### src/pkg/pin_mux_pkg.sv
/*
 Register map, field positions and carrier types of the pin function
 and input threshold select block.
 Assumes an 8-bit register port with a byte address.
*/
`default_nettype none
package pin_mux_pkg;

  // ------------------------------------------------------------------
  // Register addresses
  // ------------------------------------------------------------------
  localparam logic [7:0] addr_threshold_sel = 8'h00;
  localparam logic [7:0] addr_pa_sel0       = 8'h01;
  localparam logic [7:0] addr_pa_sel1       = 8'h02;
  localparam logic [7:0] addr_pb_sel0       = 8'h03;
  localparam logic [7:0] addr_pb_sel1       = 8'h04;
  localparam logic [7:0] addr_pc_sel0       = 8'h05;
  localparam logic [7:0] addr_pd_sel0       = 8'h06;
  localparam logic [7:0] addr_pd_sel1       = 8'h07;
  localparam logic [7:0] addr_pe_sel0       = 8'h08;
  localparam logic [7:0] addr_pe_sel1       = 8'h09;
  localparam logic [7:0] addr_pf_sel0       = 8'h0a;
  localparam logic [7:0] addr_pf_sel1       = 8'h0b;

  // ------------------------------------------------------------------
  // Implemented bit masks and reset value
  // ------------------------------------------------------------------
  localparam logic [7:0] mask_threshold  = 8'h03;
  localparam logic [7:0] mask_pa_sel0    = 8'hcc;
  localparam logic [7:0] mask_full       = 8'hff;
  localparam logic [7:0] mask_pb_sel1_sm = 8'h0f;
  localparam logic [7:0] mask_pb_sel1_lg = 8'h3f;
  localparam logic [7:0] mask_pc_sel0    = 8'h03;
  localparam logic [7:0] mask_pf_sel0_sm = 8'h3f;
  localparam logic [7:0] mask_none       = 8'h00;
  localparam logic [7:0] reg_reset       = 8'h00;

  // Field positions
  localparam int upper_nibble_threshold_bit = 1;
  localparam int lower_nibble_threshold_bit = 0;
  localparam int pin3_field_lsb = 6;
  localparam int pin1_field_lsb = 2;

  // Field codes
  localparam logic [1:0] code_gpio   = 2'h0;
  localparam logic [1:0] code_alt1   = 2'h1;
  localparam logic [1:0] code_alt2   = 2'h2;
  localparam logic [1:0] code_keyrow = 2'h3;

  // ------------------------------------------------------------------
  // Carrier types
  // ------------------------------------------------------------------
  typedef struct packed {
    logic [7:0] threshold;
    logic [7:0] pa0;
    logic [7:0] pa1;
    logic [7:0] pb0;
    logic [7:0] pb1;
    logic [7:0] pc0;
    logic [7:0] pd0;
    logic [7:0] pd1;
    logic [7:0] pe0;
    logic [7:0] pe1;
    logic [7:0] pf0;
    logic [7:0] pf1;
    logic [7:0] rdata;
  } mux_state_t;

  // Output value and enable of one pin
  typedef struct packed {
    logic value;
    logic enable;
  } pin_drive_t;

  // Peripheral inputs taken from the pins
  typedef struct packed {
    logic spi_data_in_pin;
    logic timer0_clock_input;
  } periph_in_t;

endpackage
`default_nettype wire

### src/hw/pin_function_and_input_level_select.sv
/*
 Pin function multiplexer for port A pins 1 and 3, the per-port
 selection register file and the port D input threshold selects.
 Assumes a one-cycle register port on clk, pins synchronised here, and
 a parameter that picks the small or large device variant.
*/
// Notes on behaviour
// Threshold bit 1 picks the level of port D pins 7..4, bit 0 of pins 3..0.
// Threshold bits 7..2 read zero and the two used bits reset to zero.
// A pin's active function comes only from its software selection field.
// Software selects the pin, then configures, then enables the peripheral.
// Software sets the port direction to input for inputs sharing the GPIO code.
// Software disables the peripheral before it reselects the pin.
// The small variant has port A 0/1, B 0/1, C 0 and F 0, B1 using 3..0, F0 5..0.
// The large variant adds D 0/1, E 0/1, F 1 and widens B1 to 5..0 and F0 to 8 bits.
// Small variant pin 3: codes 00..10 give GPIO, 11 key row 1 or LED common 1.
// Large variant pin 3: 00 GPIO, 01 freq output 0, 10 SPI data in, 11 key row 16.
// Small variant pin 1: codes 00..10 give GPIO, 11 key row 0 or LED common 0.
// Large variant pin 1: 00/01 GPIO with timer 0 input, 10 SPI data out, 11 key row 17.
// Port A register 0 reads bits 5..4 and 1..0 as zero and resets to GPIO.
// A selected peripheral drives pin value and enable, else the GPIO logic does.
// A peripheral input whose pin is not selected sits at its inactive level.
`timescale 1ns/1ps
`default_nettype none
module pin_function_and_input_level_select #(
  parameter bit large_variant = 1'b1
) (
  input  wire logic                    clk,
  input  wire logic                    reset,
  input  wire logic [7:0]              addr,
  input  wire logic [7:0]              wdata,
  input  wire logic                    wr_en,
  input  wire logic                    rd_en,
  output logic [7:0]                   rdata,
  input  wire pin_mux_pkg::pin_drive_t gpio_pin1,
  input  wire pin_mux_pkg::pin_drive_t gpio_pin3,
  input  wire pin_mux_pkg::pin_drive_t key_row_0,
  input  wire pin_mux_pkg::pin_drive_t key_row_1,
  input  wire pin_mux_pkg::pin_drive_t key_row_16,
  input  wire pin_mux_pkg::pin_drive_t key_row_17,
  input  wire logic                    freq_output_0,
  input  wire logic                    spi_data_out_pin,
  input  wire logic                    port_a_pin1_in,
  input  wire logic                    port_a_pin3_in,
  output logic                         port_a_pin1_out,
  output logic                         port_a_pin1_oe_n,
  output logic                         port_a_pin3_out,
  output logic                         port_a_pin3_oe_n,
  output pin_mux_pkg::periph_in_t      periph_in,
  output logic                         port_d_upper_level,
  output logic                         port_d_lower_level
);

  // ------------------------------------------------------------------
  // Variant masks
  // ------------------------------------------------------------------
  localparam logic [7:0] mask_pb1 =
    large_variant ? pin_mux_pkg::mask_pb_sel1_lg : pin_mux_pkg::mask_pb_sel1_sm;
  localparam logic [7:0] mask_pf0 =
    large_variant ? pin_mux_pkg::mask_full : pin_mux_pkg::mask_pf_sel0_sm;
  localparam logic [7:0] mask_large =
    large_variant ? pin_mux_pkg::mask_full : pin_mux_pkg::mask_none;

  // ------------------------------------------------------------------
  // State
  // ------------------------------------------------------------------
  typedef struct packed {
    pin_mux_pkg::mux_state_t regs;
    logic [1:0]              pin1_sync;
    logic [1:0]              pin3_sync;
  } block_state_t;

  block_state_t            q;
  block_state_t            d;
  logic [1:0]              pin3_sel;
  logic [1:0]              pin1_sel;
  pin_mux_pkg::pin_drive_t pin3_drive;
  pin_mux_pkg::pin_drive_t pin1_drive;
  logic                    spi_in_sel;
  logic                    timer_in_sel;

  // ------------------------------------------------------------------
  // Functions
  // ------------------------------------------------------------------
  // Register match on the byte address
  function automatic logic addr_hit(
    input logic [7:0] a,
    input logic [7:0] target
  );
    return a == target;
  endfunction

  // Keep only implemented bits
  function automatic logic [7:0] masked(
    input logic [7:0] data,
    input logic [7:0] mask
  );
    return data & mask;
  endfunction

  // Two-bit selection field at a given position
  function automatic logic [1:0] field_of(
    input logic [7:0] value,
    input int         lsb
  );
    return value[lsb +: 2];
  endfunction

  // Pin drive from a value and an enable
  function automatic pin_mux_pkg::pin_drive_t drive_of(
    input logic value,
    input logic enable
  );
    pin_mux_pkg::pin_drive_t result;
    result.value  = value;
    result.enable = enable;
    return result;
  endfunction

  // Power-on contents of every register
  function automatic pin_mux_pkg::mux_state_t reset_regs();
    pin_mux_pkg::mux_state_t result;
    result.threshold = pin_mux_pkg::reg_reset;
    result.pa0       = pin_mux_pkg::reg_reset;
    result.pa1       = pin_mux_pkg::reg_reset;
    result.pb0       = pin_mux_pkg::reg_reset;
    result.pb1       = pin_mux_pkg::reg_reset;
    result.pc0       = pin_mux_pkg::reg_reset;
    result.pd0       = pin_mux_pkg::reg_reset;
    result.pd1       = pin_mux_pkg::reg_reset;
    result.pe0       = pin_mux_pkg::reg_reset;
    result.pe1       = pin_mux_pkg::reg_reset;
    result.pf0       = pin_mux_pkg::reg_reset;
    result.pf1       = pin_mux_pkg::reg_reset;
    result.rdata     = pin_mux_pkg::reg_reset;
    return result;
  endfunction

  // Read mux over the register file
  function automatic logic [7:0] read_value(
    input logic [7:0]              a,
    input pin_mux_pkg::mux_state_t regs
  );
    logic [7:0] result;
    result = pin_mux_pkg::reg_reset;
    if (addr_hit(a, pin_mux_pkg::addr_threshold_sel))
    begin
      result = regs.threshold;
    end
    else if (addr_hit(a, pin_mux_pkg::addr_pa_sel0))
    begin
      result = regs.pa0;
    end
    else if (addr_hit(a, pin_mux_pkg::addr_pa_sel1))
    begin
      result = regs.pa1;
    end
    else if (addr_hit(a, pin_mux_pkg::addr_pb_sel0))
    begin
      result = regs.pb0;
    end
    else if (addr_hit(a, pin_mux_pkg::addr_pb_sel1))
    begin
      result = regs.pb1;
    end
    else if (addr_hit(a, pin_mux_pkg::addr_pc_sel0))
    begin
      result = regs.pc0;
    end
    else if (addr_hit(a, pin_mux_pkg::addr_pd_sel0))
    begin
      result = regs.pd0;
    end
    else if (addr_hit(a, pin_mux_pkg::addr_pd_sel1))
    begin
      result = regs.pd1;
    end
    else if (addr_hit(a, pin_mux_pkg::addr_pe_sel0))
    begin
      result = regs.pe0;
    end
    else if (addr_hit(a, pin_mux_pkg::addr_pe_sel1))
    begin
      result = regs.pe1;
    end
    else if (addr_hit(a, pin_mux_pkg::addr_pf_sel0))
    begin
      result = regs.pf0;
    end
    else if (addr_hit(a, pin_mux_pkg::addr_pf_sel1))
    begin
      result = regs.pf1;
    end
    else
    begin
      result = pin_mux_pkg::reg_reset;
    end
    return result;
  endfunction

  // ------------------------------------------------------------------
  // Next state
  // ------------------------------------------------------------------
  always_comb
  begin
    d           = q;
    d.pin1_sync = {q.pin1_sync[0], port_a_pin1_in};
    d.pin3_sync = {q.pin3_sync[0], port_a_pin3_in};
    if (wr_en)
    begin
      if (addr_hit(addr, pin_mux_pkg::addr_threshold_sel))
      begin
        d.regs.threshold = masked(wdata, pin_mux_pkg::mask_threshold);
      end
      else if (addr_hit(addr, pin_mux_pkg::addr_pa_sel0))
      begin
        d.regs.pa0 = masked(wdata, pin_mux_pkg::mask_pa_sel0);
      end
      else if (addr_hit(addr, pin_mux_pkg::addr_pa_sel1))
      begin
        d.regs.pa1 = masked(wdata, pin_mux_pkg::mask_full);
      end
      else if (addr_hit(addr, pin_mux_pkg::addr_pb_sel0))
      begin
        d.regs.pb0 = masked(wdata, pin_mux_pkg::mask_full);
      end
      else if (addr_hit(addr, pin_mux_pkg::addr_pb_sel1))
      begin
        d.regs.pb1 = masked(wdata, mask_pb1);
      end
      else if (addr_hit(addr, pin_mux_pkg::addr_pc_sel0))
      begin
        d.regs.pc0 = masked(wdata, pin_mux_pkg::mask_pc_sel0);
      end
      else if (addr_hit(addr, pin_mux_pkg::addr_pd_sel0))
      begin
        d.regs.pd0 = masked(wdata, mask_large);
      end
      else if (addr_hit(addr, pin_mux_pkg::addr_pd_sel1))
      begin
        d.regs.pd1 = masked(wdata, mask_large);
      end
      else if (addr_hit(addr, pin_mux_pkg::addr_pe_sel0))
      begin
        d.regs.pe0 = masked(wdata, mask_large);
      end
      else if (addr_hit(addr, pin_mux_pkg::addr_pe_sel1))
      begin
        d.regs.pe1 = masked(wdata, mask_large);
      end
      else if (addr_hit(addr, pin_mux_pkg::addr_pf_sel0))
      begin
        d.regs.pf0 = masked(wdata, mask_pf0);
      end
      else if (addr_hit(addr, pin_mux_pkg::addr_pf_sel1))
      begin
        d.regs.pf1 = masked(wdata, mask_large);
      end
    end
    if (rd_en)
    begin
      d.regs.rdata = read_value(addr, q.regs);
    end
    else
    begin
      d.regs.rdata = pin_mux_pkg::reg_reset;
    end
  end

  // ------------------------------------------------------------------
  // Registers
  // ------------------------------------------------------------------
  always_ff @(posedge clk)
  begin
    if (reset)
    begin
      q.regs      <= reset_regs();
      q.pin1_sync <= '0;
      q.pin3_sync <= '0;
    end
    else
    begin
      q <= d;
    end
  end

  // ------------------------------------------------------------------
  // Pin function multiplexer
  // ------------------------------------------------------------------
  assign pin3_sel = field_of(q.regs.pa0, pin_mux_pkg::pin3_field_lsb);
  assign pin1_sel = field_of(q.regs.pa0, pin_mux_pkg::pin1_field_lsb);

  always_comb
  begin
    pin3_drive = gpio_pin3;
    spi_in_sel = 1'b0;
    if (large_variant)
    begin
      case (pin3_sel)
        pin_mux_pkg::code_gpio: pin3_drive = gpio_pin3;
        pin_mux_pkg::code_alt1: pin3_drive = drive_of(freq_output_0, 1'b1);
        pin_mux_pkg::code_alt2:
        begin
          pin3_drive = drive_of(1'b0, 1'b0);
          spi_in_sel = 1'b1;
        end
        default: pin3_drive = key_row_16;
      endcase
    end
    else
    begin
      case (pin3_sel)
        pin_mux_pkg::code_keyrow: pin3_drive = key_row_1;
        default:                  pin3_drive = gpio_pin3;
      endcase
    end
  end

  always_comb
  begin
    pin1_drive   = gpio_pin1;
    timer_in_sel = 1'b0;
    if (large_variant)
    begin
      case (pin1_sel)
        pin_mux_pkg::code_gpio,
        pin_mux_pkg::code_alt1:
        begin
          pin1_drive   = gpio_pin1;
          timer_in_sel = 1'b1;
        end
        pin_mux_pkg::code_alt2: pin1_drive = drive_of(spi_data_out_pin, 1'b1);
        default: pin1_drive = key_row_17;
      endcase
    end
    else
    begin
      case (pin1_sel)
        pin_mux_pkg::code_keyrow: pin1_drive = key_row_0;
        default:                  pin1_drive = gpio_pin1;
      endcase
    end
  end

  // ------------------------------------------------------------------
  // Outputs
  // ------------------------------------------------------------------
  assign port_a_pin3_out    = pin3_drive.value;
  assign port_a_pin3_oe_n   = ~pin3_drive.enable;
  assign port_a_pin1_out    = pin1_drive.value;
  assign port_a_pin1_oe_n   = ~pin1_drive.enable;
  assign periph_in          = {spi_in_sel & q.pin3_sync[1], timer_in_sel & q.pin1_sync[1]};
  assign port_d_upper_level = q.regs.threshold[pin_mux_pkg::upper_nibble_threshold_bit];
  assign port_d_lower_level = q.regs.threshold[pin_mux_pkg::lower_nibble_threshold_bit];
  assign rdata              = q.regs.rdata;

endmodule // pin_function_and_input_level_select
`default_nettype wire

### config.mk
export PLATFORM = sky130hd
export DESIGN_NAME = pin_function_and_input_level_select
export DESIGN_NICKNAME = d
export VERILOG_FILES = /design/src/pkg/pin_mux_pkg.sv /design/src/hw/pin_function_and_input_level_select.sv
export SDC_FILE = /design/constraint.sdc
export NUM_CORES = 1
export LEC_CHECK = 0
export ABC_AREA = 1
export BUFFER_PORTS_ARGS = -buffer_cell sky130_fd_sc_hd__buf_2
export CAP_MARGIN = 20
export CORE_MARGIN = 3
export CORE_UTILIZATION = 40
export CTS_BUF_LIST = sky130_fd_sc_hd__clkbuf_2
export DETAILED_ROUTE_END_ITERATION = 10
export MAX_ROUTING_LAYER = met4
export PLACE_DENSITY = 0.67
export SETUP_SLACK_MARGIN = 0.02
export SYNTH_ARGS = -nofsm -noshare
export SYNTH_HDL_FRONTEND = slang
export SYNTH_SLANG_ARGS = --single-unit
### constraint.sdc
create_clock -name clk -period 4.56 [get_ports clk]
set_input_delay 0.684 -clock clk [delete_from_list [all_inputs] [get_ports clk]]
set_output_delay 0.684 -clock clk [all_outputs]
set_load 0.02 [all_outputs]
==> flow_summary.toml, run 1 <==
[synthesis]
postSynthCellCount = 534
synth-edff-count = 0
yosysTopAreaCell = "dfxtp_1"
ys_types = 42
syn_nets = 570
synthesis.area_sq_mm = 0.004096
yosysTopAreaCellShare_pct = 43.98
ys.flop_type = "dfxtp_1"
synthArstFlopShare_pct = 0
yosysSeqAreaShare_pct = 43.98
avgSynthCellArea_sq_um = 7.671
synth_seq_cells = 90
ys_top_cells_by_area = "dfxtp_1, a21oi_1, o21ai_0"
yosys_warnings = 0

[clocking]
clk_pin_slew_worst_paths_ns = 0.25
root_buffer = "clkbuf_2"
cts_buffers = 9
clk_path_buf_depth = 2
htreeDepth = 3
post_cts_buffers = 0
postCtsResizedCells = 0
cts_tree = "done"
clock_sinks = 90
ctsHoldBuffers = 0
insertion_delay_ns = 0.55

[floorplan]
rows = 36
coreArea_sq_mm = 0.009864
start_util_pct = 41.53
die_y_microns = 107.2
die_w_microns = 107.2
ios = 52
dieArea_sq_mm = 0.01149

[finish]
fillers = 983
area_delta_synth_final_pct = 9.713
final_nets = 603
final_common_cell = "dfxtp_1"
fin_util_pct = 45.56
final_cell_mix = "dfxtp_1, a21oi_1, nand2_1"
antenna_cells = 0
final_layout_size_suffix_gt1_share_pct = 17.48

[setup_path]
crit_fanout = 5
crit_arrival_ns = 1.49
critPathMaxStageDelay_ns = 0.41
crit_slowest_cell = "dfxtp_1"
crit_chain = "inv_1 > a21oi_1 > o21bai_1 > buf_2"
cp-start-kind = "flip-flop"
critPathKind = "reg -> out"
crit_family = "flip-flops"
critPathBufInv = 2
end_kind = "primary output"
crit_required_ns = 3.88

[sta]
timing.final.crit_share_pct = 47.57
fin_skew_ns = 0.02162
setup_tns_ns = 0
layout_min_cycle_time_ns = 2.169
final-max-slew-violation-count = 0
worst_pin_slew_ns = 0.8678
finalSetupViolCount = 0
slew_headroom_pct = 41.83
fmax_mhz = 461.0
hold_viol = 0
setup_ws_ns = 2.391
rsz0062_at_grt = "no"

[detailed_routing]
vias_per_cell = 5.247
drt_wl_total_microns = 10820
wire_per_inst_microns = 15.35
route.met2.wl_microns = 4925
vias = 3699
highest_layer = "met4"
first_iter_violations = 233
drc_errors = 0
ant_nets = 0
route.met3.wl_microns = 755
met1_length_microns = 5011
firstDrtPassIters = 5

[flow_run]
maxCapViolCount = 0

[pwr]
power.density_mw_per_mm2 = 311.4
switching_power_mw = 0.3465
p_sw_share_pct = 24.76
p_int_mw = 1.053
clockPowerShare_pct = 36.9
leakage_nw = 1.907
seqPwrFrac_pct = 56.7
ir_drop_v = 0.0002451
power_frac_comb_pct = 6.4

[global_route]
grt_max_degree = 44
grtUsageTotal_pct = 20.07
grt_pass1_vias = 3407
grt_pass1_wl_microns = 17460
antenna_found_initial = 0
grt_overflow = 0

[place]
dp_hpwl_microns = 7937
io_buffers = 47
place_ws_ns = 2.001
gp_congestion = 0.8857

[worst_hold_path]
hold_path.class = "in -> reg"

[status]
status = "finished clean"
## registers in the layout, summed over array words and instances (netlist names)
signal              count
q                      74
pin1_sel                2
d                       2
rdata                   8
port_d_upper_level      1
pin3_sel                2
port_d_lower_level      1
## stage by stage
stage | power (mW) | hold WS [ns] | cells | area (sq um)
finish | 1.399 | 0.2909 | 705 | 4494
global route | 1.443 | 0.2613 | 705 | 4494
CTS | 1.405 | 0.2755 | 705 | 4494
detailed placement | 0.8970 | 0.3987 | 689 | 4334
global placement | 0.8950 | 0.3922 | 689 | 4334
floorplan | 0.8583 | 0.3883 | 534 | 4096
## layout make-up
class | instances | area, sq um | area share (%)
multi-input combinational | 359 | 1876 | 41.73
clock inverter | 7 | 115.1 | 2.561
clock buffer | 9 | 45.04 | 1.002
sequential | 90 | 1802 | 40.09
tap | 133 | 166.4 | 3.703
inverter | 59 | 247.7 | 5.512
timing repair buffer | 48 | 242.7 | 5.401
## power by group through the flow
stage | Sequential [mW] | Clock, mW | Combinational [mW]
after global placement | 0.808 | 0 | 0.0868
final | 0.794 | 0.517 | 0.0889
after detailed placement | 0.808 | 0 | 0.0887
after global routing | 0.795 | 0.551 | 0.0972
after CTS | 0.794 | 0.522 | 0.0890
after floorplan | 0.808 | 0 | 0.0504
## worst register-to-register path, stage by stage, from the launching register on
cell and delay (ns):
dfxtp_1 0.37, inv_1 0.04, o211ai_1 0.32, o221ai_1 0.24, nand2_1 0.11, o21ai_1 0.07
a21oi_1 0.13
## Yosys cell counts, types with 5 or more instances
cell and instances:
dfxtp_1 90, a21oi_1 87, nand2_1 73, o21ai_0 67, inv_1 52, nor2_1 42, nand3_1 19, buf_4 9
clkbuf_1 8, o21ai_1 8, a211oi_1 7, nand2_2 7, buf_2 5, nor2_2 5, nor2_4 5, nor3_1 5
## logic make-up after synthesis
kind of cell	after synthesis	share of synthesized area [%]
buf+inv	85	10.23
flops	90	43.98
compound gates	186	24.53
simple gates	173	21.26
## per-layer routing
metal  track usage (%)  up-vias
met2             29.98      112
met1             27.22     1726
met4             5.479        0
li1                  -     1850
met3             4.877       11
met5                 -        -
## final timing paths
| path | from | to | slack, ns | cells past startpoint |
|---|---|---|---|---|
| worst max-delay path | pin3_sel[1] | port_a_pin3_oe_n | 2.39 | 4 |
| worst min-delay path | port_a_pin1_in | d[3] | 0.29 | 3 |
| worst max register to register | q[17] | rdata[5] | 3.24 | 6 |
| worst min register to register | d[1] | q[1] | 0.42 | 2 |
(Power assumes the default switching activity.)
==> inputs of run 2 (changes only) <==
clock period = 2.08 ns   (was 4.56 ns; I/O delays follow)
==> run 2 against run 1 <==
Global-route usage decreased by 0.14 points. Cell count increased by 2.3%. Largest cell class unchanged. Sequential cell count unchanged. Clock skew rose by 0.0065 ns. Utilization grew 1.2 points. Power rose by 100%. Sequential share of layout area fell by 1.0 points. Critical path depth is 1 higher. Largest power group unchanged. Routed wire length grew 0.86%. Setup slack got worse by 2.1 ns.
==> flow_summary.toml, run 2 (synthesized netlist as in run 1, its figures left out) <==
[clocking]
root_buffer = "clkbuf_2"
clock_sinks = 90
clk_pin_slew_worst_paths_ns = 0.25
htreeDepth = 3
cts_buffers = 9
cts_tree = "done"
postCtsResizedCells = 0
clk_path_buf_depth = 2
insertion_delay_ns = 0.57

[sta]
hold_viol = 0
fmax_mhz = 554.0
fin_skew_ns = 0.02815
slew_headroom_pct = 60.94
layout_min_cycle_time_ns = 1.805
setup_ws_ns = 0.2751
timing.final.crit_share_pct = 86.78
finalSetupViolCount = 0
worst_pin_slew_ns = 0.5814
final-max-slew-violation-count = 0
holdWs_ns = 0.01074
setup_tns_ns = 0
rsz0062_at_grt = "no"

[global_route]
grt_pass1_wl_microns = 17380
grt_overflow = 0
antenna_found_initial = 0
grt_pass1_vias = 3444
grtUsageTotal_pct = 19.92
grt_max_degree = 62

[place]
gp_congestion = 0.8881
place_ws_ns = 0.07764
dp_hpwl_microns = 7965
io_buffers = 47

[setup_path]
crit_family = "flip-flops"
critPathBufInv = 2
crit_chain = "inv_1 > nor2_1 > nand2_1 > nand3_1 > buf_2"
end_kind = "primary output"
cp-start-kind = "flip-flop"
timing.rr.start = "q[17]"
crit_slowest_cell = "dfxtp_1"
critPathKind = "reg -> out"
crit_fanout = 7
r2r_slack_ns = 0.89
crit_start = "pin1_sel[1]"
critPathMaxStageDelay_ns = 0.49
crit_required_ns = 1.77
crit_arrival_ns = 1.49

[detailed_routing]
ant_nets = 0
drc_errors = 0
vias_per_cell = 5.234
wire_per_inst_microns = 15.14
firstDrtPassIters = 7
first_iter_violations = 275
vias = 3774
drt_wl_total_microns = 10920

[worst_hold_path]
hold_path.class = "in -> reg"
worstHoldStart = "rd_en"

[finish]
final_layout_size_suffix_gt1_share_pct = 19.22
antenna_cells = 0
fillers = 1008
final_cell_mix = "dfxtp_1, a21oi_1, nand2_1"
final_common_cell = "dfxtp_1"
final_nets = 619
top_register = "q"
largest_reg_flops = 74
area_delta_synth_final_pct = 12.61

[flow_run]
maxCapViolCount = 0

[floorplan]
die_y_microns = 107.2
coreArea_sq_mm = 0.009864
die_w_microns = 107.2
dieArea_sq_mm = 0.01149
start_util_pct = 41.53
ios = 52
rows = 36

[status]
status = "finished clean"

[pwr]
ir_drop_v = 0.0003691
power.density_mw_per_mm2 = 617.0
leakage_nw = 1.978
==> run 2: cell count changes in the layout (fill, tap and decap cells not counted), sizes merged <==
cell	previous run	this run
dlygate4sd3	0	3
clkinv	3	5
bufinv	4	2
buf	48	61
==> run 2: repair_timing <==
action	in CTS	in global routing
endpoints found under the hold margin	2	1
setup buffers	0	0
hold buffers	2	1
==> run 2: worst paths after layout <==
kind / to / cells past startpoint
hold reg to reg: q[3] / 2
hold / removal: rdata[0] / 3
setup reg to reg: rdata[5] / 6
setup / recovery: port_a_pin1_out / 5
==> run 2: final cells by class <==
cell class	instances	area [sq um]	share of cell area [%]
timing repair buffer	64	407.9	8.842
sequential	90	1802	39.06
clock inverter	7	68.82	1.492
multi-input combinational	359	1876	40.66
inverter	59	247.7	5.370
clock buffer	9	45.04	0.9764
tap	133	166.4	3.607
==> run 2: per-stage QoR <==
step | instance area (sq um) | total power, mW | util (%) | std cells
2_1_floorplan | 4096 | 1.882 | - | 534
3_3_place_gp | 4469 | 1.973 | 45.31 | 702
3_5_place_dp | 4469 | 1.975 | 45.31 | 702
4_1_cts | 4603 | 2.855 | 46.66 | 720
5_1_grt | 4613 | 2.940 | 46.77 | 721
6_report | 4613 | 2.846 | 46.77 | 721
==> run 2: power breakdown <==
group          total [mW]  internal, mW  switching, mW
clock               0.898         0.276          0.622
sequential           1.74          1.74        0.00270
combinational       0.208        0.0664          0.142
total                2.85          2.08          0.767
==> run 2: layer usage <==
metal	vias to the layer above	routed length, microns	global-route usage, %
met2	108	4989	29.80
li1	1887	-	-
met3	15	563	3.793
met1	1764	5207	27.50
met5	-	0	-
met4	0	157	5.845
==> run 2: worst min-delay path: cells and delay by family <==
| family | cells | cell delay (ns) |
|---|---|---|
| AOI/OAI and AO/OA | 1 | 0.05 |
| buffers and inverters | 1 | 0.10 |
| and+or+nand+nor | 1 | 0.12 |
==> inputs of run 3 (changes only) <==
CORE_ASPECT_RATIO = 1.5   (was default)
==> run 3 against run 2 <==
Register-to-register slack worse by 0.07 ns. Utilization is 0.32 points lower. Global-route usage is 1.3 points higher. First-iteration DRC count is 21% lower. Clock skew is 0.014 ns lower. Routed wire length is 6.3% higher. Combinational power is 4% higher. Fmax is 2.9% lower. Die area is 0.21% higher. Non-clock buffer count is 3 higher. Critical endpoint unchanged. Largest cell class unchanged. Highest routed layer unchanged.
==> flow_summary.toml, run 3 (synthesized netlist as in run 1, its figures left out) <==
[status]
status = "finished clean"

[global_route]
antenna_found_initial = 0
grt_pass1_wl_microns = 17890
use_met1_pct = 22.97
grt_pass1_vias = 3583
grt_util_met2_pct = 36.88
grt_overflow = 0
grt_max_degree = 38
grtUsageTotal_pct = 21.25
gr-usage-met3_pct = 2.716
grt-busiest-layer = "met2"

[sta]
layout_min_cycle_time_ns = 1.858
slew_headroom_pct = 65.18
hold_viol = 0
timing.final.crit_share_pct = 89.33
fmax_mhz = 538.2
fin_skew_ns = 0.01456
setup_tns_ns = 0
worst_pin_slew_ns = 0.5183
final-max-slew-violation-count = 0
finalSetupViolCount = 0
rsz0062_at_grt = "no"

[pwr]
leakage_nw = 1.975
p_total_mw = 2.805
power.density_mw_per_mm2 = 612.9
ir_drop_v = 0.0002753

[floorplan]
die_w_microns = 88.63
coreArea_sq_mm = 0.009854
rows = 44
dieArea_sq_mm = 0.01152
ios = 52
die_y_microns = 129.9
start_util_pct = 41.57

[finish]
final_cell_mix = "dfxtp_1, a21oi_1, nand2_1"
top_register = "q"
area_delta_synth_final_pct = 11.73
fillers = 979
final_common_cell = "dfxtp_1"
largest_reg_flops = 74
final_nets = 622
final_layout_size_suffix_gt1_share_pct = 18.95

[clocking]
cts_buffers = 9
clk_path_buf_depth = 2
root_buffer = "clkbuf_2"
clk_pin_slew_worst_paths_ns = 0.22
postCtsResizedCells = 0
clock_sinks = 90
ctsHoldBuffers = 6
htreeDepth = 3
cts_tree = "done"
insertion_delay_ns = 0.59
post_cts_buffers = 0

[detailed_routing]
drc_errors = 0
first_iter_violations = 216
drt_wl_total_microns = 11600
wire_per_inst_microns = 16.41
vias_per_cell = 5.272
ant_nets = 0
firstDrtPassIters = 4
vias = 3727

[setup_path]
timing.rr.start = "q[17]"
crit_fanout = 7
crit_required_ns = 1.77
critPathKind = "reg -> out"
cp-start-kind = "flip-flop"
crit_arrival_ns = 1.55
end_kind = "primary output"
crit_start = "pin1_sel[1]"

[place]
dp_hpwl_microns = 8632
gp_congestion = 0.9372
io_buffers = 47

[worst_hold_path]
hold_path.class = "in -> reg"
worstHoldStart = "wdata[0]"

[flow_run]
maxCapViolCount = 0
[run 3: metrics by stage]
step	instances	hold slack [ns]	util (%)	setup WS, ns	cell area [sq um]
floorplan	534	0.3850	-	0.4375	4096
global placement	684	0.3921	44.74	0.1534	4409
detailed placement	684	0.3971	44.74	0.1403	4409
CTS	706	0.007837	46.42	0.2067	4574
global route	706	0.009879	46.42	0.06571	4574
finish	707	0.02935	46.44	0.2219	4577
[run 3: layout make-up]
| type | count | area (sq um) | share of cell area (%) |
|---|---|---|---|
| inverter | 59 | 247.7 | 5.413 |
| timing repair buffer | 67 | 400.4 | 8.748 |
| antenna | 1 | 2.502 | 0.05467 |
| multi-input combinational | 359 | 1876 | 40.98 |
| sequential | 90 | 1802 | 39.37 |
| tap | 115 | 143.9 | 3.144 |
| clock inverter | 7 | 60.06 | 1.312 |
| clock buffer | 9 | 45.04 | 0.9841 |
[run 3: report_power, final]
part	internal (mW)	switching, mW	total, mW
combinational	0.0696	0.147	0.216
sequential	1.74	0.00299	1.74
clock	0.263	0.587	0.850
total	2.07	0.737	2.81
[run 3: layer usage]
layer	share of wire, %	wire (microns)
met3	3.8	444
met5	0	0
met2	53	6186
met4	4.3	502
met1	39	4470
[run 3: final timing paths]
path / end / slack, ns / cells after the start
hold / removal: q[60] / 0.03 / 3
setup reg to reg: rdata[5] / 0.82 / 6
hold reg to reg: q[1] / 0.42 / 2
setup / recovery: port_a_pin1_out / 0.22 / 5
[run 3: critical path, cell delays in order (launching register included)]
cell and delay [ns]:
dfxtp_1 0.50, inv_1 0.09, nor2_1 0.09, nand2_1 0.05, nand3_1 0.06, buf_2 0.16
